<file path="src/usrx_pkg.sv">
// Shared constants and types of the serial receive core
`default_nettype none
package usrx_pkg;
    // ==========================================
    // Operating modes
    localparam logic [1:0] MODE_ASYNC = 2'h0;
    localparam logic [1:0] MODE_SYNC = 2'h1;
    localparam logic [1:0] MODE_SPI = 2'h3;
    localparam logic [1:0] RXM_DOUBLE = 2'h1;
    localparam logic [1:0] RXM_RESYNC = 2'h3;
    // ==========================================
    // Character sizes, bit counts and frame width
    localparam logic [2:0] CHS_9L = 3'h6;
    localparam logic [2:0] CHS_9H = 3'h7;
    localparam logic [3:0] SPI_BITS = 4'h8;
    localparam logic [3:0] MAX_BITS = 4'h9;
    localparam int FRAME_W = 13;
    // ==========================================
    // Sampling: last sample index and first vote sample
    localparam logic [3:0] SMP_NORM = 4'hf;
    localparam logic [3:0] SMP_DBL = 4'h7;
    localparam logic [3:0] VOTE_NORM = 4'h7;
    localparam logic [3:0] VOTE_DBL = 4'h3;
    // ==========================================
    // Buffer entry and rx_high_byte layout
    localparam int RXBUF_DEPTH = 2;
    localparam int EN_PARITY_ERROR_FLAG = 9;
    localparam int EN_FRAME_ERROR_FLAG = 10;
    localparam int EN_OVF = 11;
    localparam int HB_RXC = 7;
    localparam int HB_OVF = 6;
    localparam int HB_FRAME_ERROR_FLAG = 2;
    localparam int HB_PARITY_ERROR_FLAG = 1;
    localparam int HB_D8 = 0;
    // ==========================================
    // Reset values
    localparam logic LINE_IDLE = 1'b1;
    localparam logic [2:0] VOTE_IDLE = 3'h7;
    typedef enum logic [2:0] {
        RX_IDLE,
        RX_START,
        RX_DATA,
        RX_PAR,
        RX_STOP
    } usrx_rx_st_t;
endpackage : usrx_pkg
`default_nettype wire

</file>
<file path="src/usrx_rxbuf.sv">
// Two-frame receive buffer with per-frame status bits
`default_nettype none
module usrx_rxbuf #(
    parameter int DEPTH = usrx_pkg::RXBUF_DEPTH
) (
    // Clock and reset
    input wire logic clk,
    input wire logic rst_b,
    // Fill side
    input wire logic flush,
    input wire logic push,
    input wire logic [8:0] push_data,
    input wire logic push_frame_error_flag,
    input wire logic push_parity_error_flag,
    input wire logic ovf_en,
    // Drain side
    input wire logic pop,
    output logic [7:0] low_byte,
    output logic [7:0] high_byte,
    output logic not_empty
);
    typedef struct packed {
        logic [1:0] cnt;
        logic [1:0][11:0] e;
        logic [7:0] lo;
        logic [7:0] hi;
        logic ne;
    } usrx_buf_st_t;
    usrx_buf_st_t s;
    usrx_buf_st_t n;

    generate
        if (DEPTH != 2)
        begin : g_depth_chk
            $error("Receive buffer holds exactly two frames");
        end
    endgenerate

    // ==========================================
    // Next state
    always_comb
    begin
        n = s;
        if (flush)
            n.cnt = 2'h0;
        else
        begin
            if (pop && s.cnt != 2'h0)
            begin
                n.e[0] = s.e[1];
                n.cnt = s.cnt - 2'h1;
            end
            // Push after pop so a same-cycle pair loses nothing
            if (push)
            begin
                if (n.cnt == 2'h2)
                    n.e[1] = {ovf_en, push_frame_error_flag, push_parity_error_flag, push_data};
                else
                begin
                    n.e[n.cnt[0]] = {1'b0, push_frame_error_flag, push_parity_error_flag, push_data};
                    n.cnt = n.cnt + 2'h1;
                end
            end
        end
        n.ne = (n.cnt != 2'h0);
        n.lo = n.ne ? n.e[0][7:0] : 8'h0;
        n.hi = 8'h0;
        n.hi[usrx_pkg::HB_RXC] = n.ne;
        n.hi[usrx_pkg::HB_OVF] = n.ne & n.e[0][usrx_pkg::EN_OVF];
        n.hi[usrx_pkg::HB_FRAME_ERROR_FLAG] = n.ne & n.e[0][usrx_pkg::EN_FRAME_ERROR_FLAG];
        n.hi[usrx_pkg::HB_PARITY_ERROR_FLAG] = n.ne & n.e[0][usrx_pkg::EN_PARITY_ERROR_FLAG];
        n.hi[usrx_pkg::HB_D8] = n.ne & n.e[0][8];
    end

    always_ff @(posedge clk or negedge rst_b)
    begin
        if (!rst_b)
            s <= '0;
        else
            s <= n;
    end

    assign low_byte = s.lo;
    assign high_byte = s.hi;
    assign not_empty = s.ne;
endmodule : usrx_rxbuf
`default_nettype wire

</file>
<file path="src/usrx_core.sv">
// Serial transceiver core: receive path, clocking and host SPI
`default_nettype none
module usrx_core (
    // Clock and reset
    input wire logic clk,
    input wire logic rst_b,
    // Configuration
    input wire logic [1:0] comm_mode,
    input wire logic [1:0] rx_mode,
    input wire logic [2:0] character_size,
    input wire logic [1:0] parity_mode,
    input wire logic two_stop,
    input wire logic bit_order_select,
    input wire logic clock_phase_select,
    input wire logic pin_invert_enable,
    input wire logic transfer_clock_dir,
    input wire logic [15:0] baud_div,
    input wire logic tx_enable,
    input wire logic rx_enable,
    // Transmit data
    input wire logic tx_write,
    input wire logic [7:0] tx_low_byte,
    input wire logic tx_high_byte,
    output logic tx_ready,
    // Receive data
    input wire logic rd_low,
    input wire logic rd_high,
    output logic [7:0] rx_low_byte,
    output logic [7:0] rx_high_byte,
    output logic receive_complete_flag,
    // Pins
    input wire logic rx_line_in,
    output logic tx_line_out,
    output logic tx_line_oe,
    input wire logic transfer_clock_pin_in,
    output logic transfer_clock_pin_out,
    output logic transfer_clock_pin_oe
);
    typedef struct packed {
        logic rxd_m;
        logic rxd_s;
        logic xck_m;
        logic xck_s;
        logic [9:0] bcnt;
        logic [5:0] facc;
        logic [3:0] tsub;
        logic v;
        logic vp;
        logic xo;
        logic xoe;
        logic tx_on;
        logic dre;
        logic txd;
        logic hold_v;
        logic [8:0] hold_d;
        logic buf_v;
        logic [8:0] buf_d;
        logic sh_v;
        logic started;
        logic [usrx_pkg::FRAME_W-1:0] f;
        logic [3:0] sh_n;
        usrx_pkg::usrx_rx_st_t st;
        logic [3:0] sc;
        logic [2:0] vb;
        logic [3:0] nb;
        logic [8:0] rsh;
        logic rpar;
        logic parity_error_flag;
        logic push;
        logic [8:0] pd;
        logic pferr;
        logic pperr;
    } usrx_core_st_t;
    usrx_core_st_t s;
    usrx_core_st_t n;

    logic async, sync, spi, host, dbl, stick, cy, tx_tick, run;
    logic lead, trail, tx_lead, tev, sev, fin, fall, maj;
    logic bev, bval, spi_go, pop;
    logic [3:0] last, vote, nbits;
    logic [16:0] frm;

    // ==========================================
    // Helpers
    function automatic logic maj3(input logic [2:0] x);
        return (x[0] & x[1]) | (x[0] & x[2]) | (x[1] & x[2]);
    endfunction : maj3

    function automatic logic [7:0] rev8(input logic [7:0] x);
        logic [7:0] r;
        r = '0;
        for (int i = 0; i < 8; i++)
            r[i] = x[7-i];
        return r;
    endfunction : rev8

    // Frame as {length, bits}, first bit in bit 0, idle-high padding
    function automatic logic [16:0] mk_frame(input logic [8:0] d,
        input logic [3:0] nb, input logic [1:0] pm, input logic two);
        logic [12:0] f;
        logic p;
        logic [3:0] len;
        f = '1;
        p = pm[0];
        f[0] = 1'b0;
        for (int i = 0; i < 9; i++)
        begin
            if (i < int'(nb))
            begin
                f[i+1] = d[i];
                p = p ^ d[i];
            end
        end
        if (pm[1])
            f[nb+4'h1] = p;
        len = 4'h2 + nb + {3'h0, pm[1]} + {3'h0, two};
        return {len, f};
    endfunction : mk_frame

    // ==========================================
    // Mode decode
    always_comb
    begin
        async = (comm_mode == usrx_pkg::MODE_ASYNC);
        sync = (comm_mode == usrx_pkg::MODE_SYNC);
        spi = (comm_mode == usrx_pkg::MODE_SPI);
        host = spi | (sync & transfer_clock_dir);
        dbl = (rx_mode == usrx_pkg::RXM_DOUBLE);
        last = dbl ? usrx_pkg::SMP_DBL : usrx_pkg::SMP_NORM;
        vote = dbl ? usrx_pkg::VOTE_DBL : usrx_pkg::VOTE_NORM;
        if (spi)
            nbits = usrx_pkg::SPI_BITS;
        else if (character_size[2])
            nbits = usrx_pkg::MAX_BITS;
        else
            nbits = 4'h5 + {1'b0, character_size};
        pop = (character_size == usrx_pkg::CHS_9L && !spi) ? rd_high
            : rd_low;
    end

    // ==========================================
    // Next state
    always_comb
    begin
        n = s;
        n.rxd_m = rx_line_in;
        n.rxd_s = s.rxd_m;
        n.xck_m = transfer_clock_pin_in;
        n.xck_s = s.xck_m;
        n.push = 1'b0;
        cy = 1'b0;
        spi_go = 1'b0;
        frm = '0;
        // Baud generator; fraction used only for async rates
        stick = (s.bcnt == 10'h0);
        if (stick)
        begin
            {cy, n.facc} = {1'b0, s.facc}
                + (async ? {1'b0, baud_div[5:0]} : 7'h0);
            n.bcnt = baud_div[15:6] - 10'h1 + {9'h0, cy};
        end
        else
            n.bcnt = s.bcnt - 10'h1;
        tx_tick = stick && s.tsub == last;
        if (stick)
            n.tsub = tx_tick ? 4'h0 : s.tsub + 4'h1;
        // Transfer clock, normalised so a rise is the leading edge
        run = spi ? s.sh_v : sync;
        if (!host)
            n.v = s.xck_s ^ pin_invert_enable;
        else if (stick && run)
            n.v = !s.v;
        else if (!run)
            n.v = 1'b0;
        n.vp = s.v;
        n.xo = n.v ^ pin_invert_enable;
        n.xoe = host;
        lead = s.v & !s.vp;
        trail = !s.v & s.vp;
        tx_lead = !(spi && !clock_phase_select);
        tev = async ? tx_tick : (tx_lead ? lead : trail);
        sev = tx_lead ? trail : lead;
        // ======================================
        // Transmit path
        n.tx_on = tx_enable
            | (s.tx_on & (s.hold_v | s.buf_v | s.sh_v));
        if (!s.buf_v && s.hold_v)
        begin
            n.buf_v = 1'b1;
            n.buf_d = s.hold_d;
            n.hold_v = 1'b0;
        end
        if (tx_write && tx_enable && !s.hold_v)
        begin
            n.hold_v = 1'b1;
            n.hold_d = {tx_high_byte, tx_low_byte};
        end
        fin = s.started && s.sh_n == 4'h1 && (spi ? trail : tev);
        if (!s.sh_v && s.buf_v && s.tx_on)
        begin
            if (spi)
                frm = {usrx_pkg::SPI_BITS, 5'h1f, bit_order_select
                    ? rev8(s.buf_d[7:0]) : s.buf_d[7:0]};
            else
                frm = mk_frame(s.buf_d, nbits, parity_mode, two_stop);
            n.f = frm[12:0];
            n.sh_n = frm[16:13];
            n.sh_v = 1'b1;
            n.buf_v = 1'b0;
            n.started = spi && !clock_phase_select;
            spi_go = spi;
        end
        else if (s.sh_v && fin)
        begin
            n.sh_v = 1'b0;
            n.started = 1'b0;
        end
        else if (s.sh_v && tev)
        begin
            if (!s.started)
                n.started = 1'b1;
            else
            begin
                n.f = {1'b1, s.f[usrx_pkg::FRAME_W-1:1]};
                n.sh_n = s.sh_n - 4'h1;
            end
        end
        n.txd = n.started ? n.f[0] : usrx_pkg::LINE_IDLE;
        n.dre = !n.hold_v;
        // ======================================
        // Receive sampling
        if (stick)
            n.vb = {s.vb[1:0], s.rxd_s};
        fall = stick && s.vb[0] && !s.rxd_s;
        maj = maj3({s.vb[1:0], s.rxd_s});
        if (async)
        begin
            // Count lags the first low sample by one: vote on centre
            bev = stick && s.st != usrx_pkg::RX_IDLE
                && s.sc == vote + 4'h1;
            bval = maj;
        end
        else
        begin
            bev = sev && s.st != usrx_pkg::RX_IDLE;
            bval = s.rxd_s;
        end
        if (stick && async)
        begin
            if (s.sc == last || (rx_mode == usrx_pkg::RXM_RESYNC && fall))
                n.sc = 4'h0;
            else
                n.sc = s.sc + 4'h1;
        end
        // ======================================
        // Receive frame assembly
        if (!rx_enable)
            n.st = usrx_pkg::RX_IDLE;
        else if (spi_go)
        begin
            n.st = usrx_pkg::RX_DATA;
            n.nb = 4'h0;
        end
        else
        begin
            case (s.st)
                usrx_pkg::RX_IDLE:
                begin
                    if (async ? fall : (sev && !s.rxd_s && !spi))
                    begin
                        n.st = async ? usrx_pkg::RX_START
                            : usrx_pkg::RX_DATA;
                        n.sc = 4'h0;
                        n.nb = 4'h0;
                        n.rpar = 1'b0;
                    end
                end
                usrx_pkg::RX_START:
                begin
                    if (bev)
                        n.st = bval ? usrx_pkg::RX_IDLE
                            : usrx_pkg::RX_DATA;
                end
                usrx_pkg::RX_DATA:
                begin
                    if (bev)
                    begin
                        n.rsh = {bval, s.rsh[8:1]};
                        n.rpar = s.rpar ^ bval;
                        n.nb = s.nb + 4'h1;
                        n.parity_error_flag = 1'b0;
                        if (n.nb == nbits && spi)
                        begin
                            n.st = usrx_pkg::RX_IDLE;
                            n.push = 1'b1;
                            n.pd = {1'b0, bit_order_select
                                ? rev8(n.rsh[8:1]) : n.rsh[8:1]};
                            n.pferr = 1'b0;
                            n.pperr = 1'b0;
                        end
                        else if (n.nb == nbits)
                            n.st = parity_mode[1] ? usrx_pkg::RX_PAR
                                : usrx_pkg::RX_STOP;
                    end
                end
                usrx_pkg::RX_PAR:
                begin
                    if (bev)
                    begin
                        n.parity_error_flag = bval ^ s.rpar ^ parity_mode[0];
                        n.st = usrx_pkg::RX_STOP;
                    end
                end
                usrx_pkg::RX_STOP:
                begin
                    if (bev)
                    begin
                        n.st = usrx_pkg::RX_IDLE;
                        n.push = 1'b1;
                        n.pd = 9'(s.rsh >> (usrx_pkg::MAX_BITS - nbits));
                        n.pferr = !bval;
                        n.pperr = s.parity_error_flag;
                    end
                end
                default:
                    n.st = usrx_pkg::RX_IDLE;
            endcase
        end
    end

    always_ff @(posedge clk or negedge rst_b)
    begin
        if (!rst_b)
        begin
            s <= '0;
            s.rxd_m <= usrx_pkg::LINE_IDLE;
            s.rxd_s <= usrx_pkg::LINE_IDLE;
            s.txd <= usrx_pkg::LINE_IDLE;
            s.dre <= 1'b1;
            s.vb <= usrx_pkg::VOTE_IDLE;
        end
        else
            s <= n;
    end

    // ==========================================
    // Receive buffer
    usrx_rxbuf #(
        .DEPTH(usrx_pkg::RXBUF_DEPTH)
    ) u_rxbuf (
        .clk(clk),
        .rst_b(rst_b),
        .flush(!rx_enable),
        .push(s.push),
        .push_data(s.pd),
        .push_frame_error_flag(s.pferr),
        .push_parity_error_flag(s.pperr),
        .ovf_en(!spi),
        .pop(pop),
        .low_byte(rx_low_byte),
        .high_byte(rx_high_byte),
        .not_empty(receive_complete_flag)
    );

    // Pin released to port control while the transmitter is off
    assign tx_line_oe = s.tx_on;
    assign tx_line_out = s.txd;
    assign tx_ready = s.dre;
    assign transfer_clock_pin_out = s.xo;
    assign transfer_clock_pin_oe = s.xoe;
endmodule : usrx_core
`default_nettype wire

</file>
<file path="config.mk">
export PLATFORM = sky130hd
export DESIGN_NAME = usrx_core
export DESIGN_NICKNAME = d
export VERILOG_FILES = /design/src/usrx_pkg.sv /design/src/usrx_rxbuf.sv /design/src/usrx_core.sv
export SDC_FILE = /design/constraint.sdc
export NUM_CORES = 1
export LEC_CHECK = 0
export BUFFER_PORTS_ARGS = -buffer_cell sky130_fd_sc_hd__buf_2
export CORE_ASPECT_RATIO = 1.5
export CORE_MARGIN = 3
export CORE_UTILIZATION = 55
export DETAILED_ROUTE_END_ITERATION = 12
export HOLD_SLACK_MARGIN = 0.08
export PLACE_DENSITY = 0.88
export RECOVER_POWER = 25
export SYNTH_ARGS = -nofsm -noshare
export SYNTH_HDL_FRONTEND = slang
export SYNTH_HIERARCHICAL = 1
export SYNTH_SLANG_ARGS = --single-unit
</file>
<file path="constraint.sdc">
create_clock -name clk -period 3.13 [get_ports clk]
set_clock_uncertainty 0.15 [all_clocks]
set_input_delay 0.939 -clock clk [delete_from_list [all_inputs] [get_ports clk]]
set_output_delay 0.939 -clock clk [all_outputs]
set_load 0.005 [all_outputs]
</file>
==> impl_metrics.toml <==
[grt]
grt_start_max_net_pins = 61
grt.total_usage_pct = 26.2
grt_pass1_vias = 7770
grt_antenna_before_repair = 0
grtUsageMet1_pct = 29.2
use_met2_pct = 45.3
grt_pass1_wl_um = 36600
grt_remaining_overflow = 0
busiest_layer = "met2"
use_met3_pct = 5.62

[yosys]
ys_top_cells_by_area = "dfrtp_1 40%, nand2_1 4.3%, mux2_2 4.1%"
synth_ff_type = "dfrtp_1"
avgSynthCellArea_um2 = 9.82
yosysSeqAreaShare_pct = 41.8
synthesis.area_um2 = 8690
synth_top_area_share_pct = 40.0
async_flop_share_pct = 100
synth_edf_count = 0
yosys_warnings = 6
synth_cell_type_count = 92
syn_inst = 885
ys_seq_elements = 145
synth_top_area_cell = "dfrtp_1"

[drt]
dr.pass1.iters = 5
viasPerCell = 6.16
drc = 0
num_vias = 7560
routed_wl_um = 22600
drt_iter0_markers = 640
routedWlPerCell_um = 18.4
ant_nets = 0

[place]
portBuffers = 66
dp_cells = 1187
gp_congestion = 0.906
dp_hpwl_um = 14900

[clock_tree]
cts_root_buf = "clkbuf_16"
clock_sinks = 145
cts_htree_levels = 4
cts_tree = "done"
cts_max_path_buffers = 2
clock_latency_ps = 430
clkTransAtPathRegs_ps = 60
numCtsBuffers = 17

[setup_path]
endpoint_kind = "flop"
regToRegEndpoint = "s[41]$_DFF_PN0_"
arrival_ps = 3470
critical_path_required_ps = 3270
worstSetupPathType = "in -> reg"
rrSetupSlack_ps = 140
critPathMaxFanout = 4
r2r_cells = 12
r2r-start = "s[94]$_DFF_PN0_"
worstSetupStartpointType = "input port"

[floorplan]
core_um2 = 15300
io_pins = 70
die-area_um2 = 17400
start_util_pct = 56.9
die_x_um = 109
die_height_um = 160
core.rowCount = 55

[outcome]
outcome = "complete, but fails checks"
violations = "max-capacitance violations, max-slew violations, negative setup slack"

[timing]
finalCriticalPeriod_ps = 3330
fmax_ghz = 0.300
tightestPinTransition_ps = 2030
max-slew-margin-rel_pct = -35.7
hold-worst-slack_ps = 206
finalCritPeriodShare_pct = 106
setup_viol = 7
hold_viol = 0
fin_ws_ps = -200
slew_viol_final = 34
rsz0062_at_grt = "yes"

[final_layout]
mostFrequentLayoutCells = "139 x dfrtp_1, 96 x nand2_1, 94 x buf_4, 71 x nor2_1, 62 x buf_2"
syn_to_final_growth_pct = 22.7
diodes = 0
final_nets = 1088
multi_input_area_um2 = 4770
final_common_cell = "dfrtp_1"
fillCellCount = 1031
regArea_um2 = 3640
stdcell_count = 1228
final_util_pct = 69.8
drive_above_1_share_pct = 32.8

[hold_path]
holdCritPathClass = "reg -> reg"
min-delay-start = "n[103]$_DFF_PN0_"
hold_end = "s[103]$_DFF_PN0_"
hold_depth = 0

[run]
drv_cap = 1

[power]
clkPwrFrac_pct = 30.4
cellLeakagePower_nw = 4.82
vdd_ir_drop_max_mv = 0.671
p_int_mw = 4.73
p_sw_mw = 2.52
power.density_nw_per_um2 = 680
comb_power_share_pct = 32.9
sw_frac_of_total_pct = 34.8
seq_power_share_pct = 36.7
power groups by stage:
stage / clock network, mW / logic [mW] / registers, mW
final: 2.21 / 2.38 / 2.66
after global routing: 2.30 / 2.58 / 2.70
after CTS: 2.23 / 2.15 / 2.62
after detailed placement: 0 / 2.10 / 2.64
after global placement: 0 / 2.02 / 2.62
after floorplan: 0 / 1.58 / 2.54
layer usage:
metal / vias to the layer above / routed length (um)
met2: 393 / 11600
li1: 3401 / -
met5: - / 0
met4: 0 / 1330
met3: 124 / 1520
met1: 3642 / 8180
how the worst max path moves through the flow:
stage / startpoint / endpoint
2_1_floorplan: comm_mode[0] / s[102]$_DFF_PN0_
3_3_place_gp: comm_mode[0] / s[102]$_DFF_PN0_
3_5_place_dp: comm_mode[0] / s[102]$_DFF_PN0_
4_1_cts: comm_mode[1] / s[102]$_DFF_PN0_
5_1_grt: comm_mode[0] / s[102]$_DFF_PN0_
6_report: comm_mode[0] / s[102]$_DFF_PN0_
cell usage after synthesis, types with 7 or more instances:
master and number:
a21oi_1 40, a31oi_1 8, buf_2 12, buf_4 21
clkbuf_1 20, dfrtp_1 139, ha_1 22, inv_1 34
mux2_2 32, mux2_4 9, mux2i_1 33, nand2_1 99
nand2b_1 13, nand3_1 19, nor2_1 72, nor2b_1 14
nor3_1 21, nor3_2 10, o211ai_1 10, o21ai_0 46
o21ai_1 9, o221ai_1 7, o22a_1 8, o31ai_1 7
o32ai_2 10, xnor2_1 23, xor2_1 15
final cells by class:
| type | count | share of cell area [%] |
|---|---|---|
| clock buffers | 17 | 3.99 |
| clock inverters | 15 | 1.94 |
| multi-input cells | 644 | 44.8 |
| flip-flops and latches | 145 | 34.1 |
| well taps | 199 | 2.34 |
| inverters | 38 | 1.50 |
| repair buffers | 170 | 11.4 |
state kept, by name, summed over array words and instances (netlist names), named ones only:
signal                  cells
u_rxbuf/low_byte            8
transfer_clock_pin_oe       1
s                          98
transfer_clock_pin_out      1
n                           3
tx_ready                    1
u_rxbuf/high_byte           5
tx_line_oe                  1
tx_line_out                 1
u_rxbuf/s                  15
critical path: stages:
cell      delay (ps)
buf_6             80
nor2_4            50
and2_1           170
ha_2             200
inv_2             60
fa_2             190
nor2b_1           50
o21ai_1          120
nand2b_1         100
a21o_1           170
a21oi_2          110
ha_2             200
nand2_2           50
or3b_4           390
nor3_4           130
xnor2_1          130
o21ai_1           90
a21oi_1          170
a31oi_1           60
timing repair:
item / 4_1_cts / 5_1_grt
pin swaps: 8 / 15
endpoints found under the setup margin: 4 / 20
gates resized for setup: 7 / 29
setup buffers: 4 / 5
gates cloned: 0 / 0
hold buffers: 0 / 0
metrics by stage:
| step | total power, mW | instance area [um2] | TNS [ps] | worst slack [ps] |
|---|---|---|---|---|
| floorplan | 4.13 | 8910 | -6130 | -501 |
| global placement | 4.64 | 9830 | -20180 | -605 |
| detailed placement | 4.74 | 9830 | -24370 | -717 |
| CTS | 6.99 | 10500 | -135 | -135 |
| global route | 7.59 | 10700 | -12740 | -284 |
| finish | 7.25 | 10700 | -492 | -200 |
cell families (layout without fill, tap and decap cells):
group                    Yosys count  in the layout  synth area share (%)
flip-flops                       145            145                  41.8
AO/OA/AOI/OAI                    203            203                  17.0
buffers and inverters             98            240                  5.92
AND/OR/NAND/NOR                  298            298                  17.4
other                              1              3                0.0432
XOR/XNOR                          39             39                  4.09
adder cells (fa/ha/maj)           24             24                  3.63
multiplexers                      77             77                  10.0
Power figures use the tool's default switching activity.
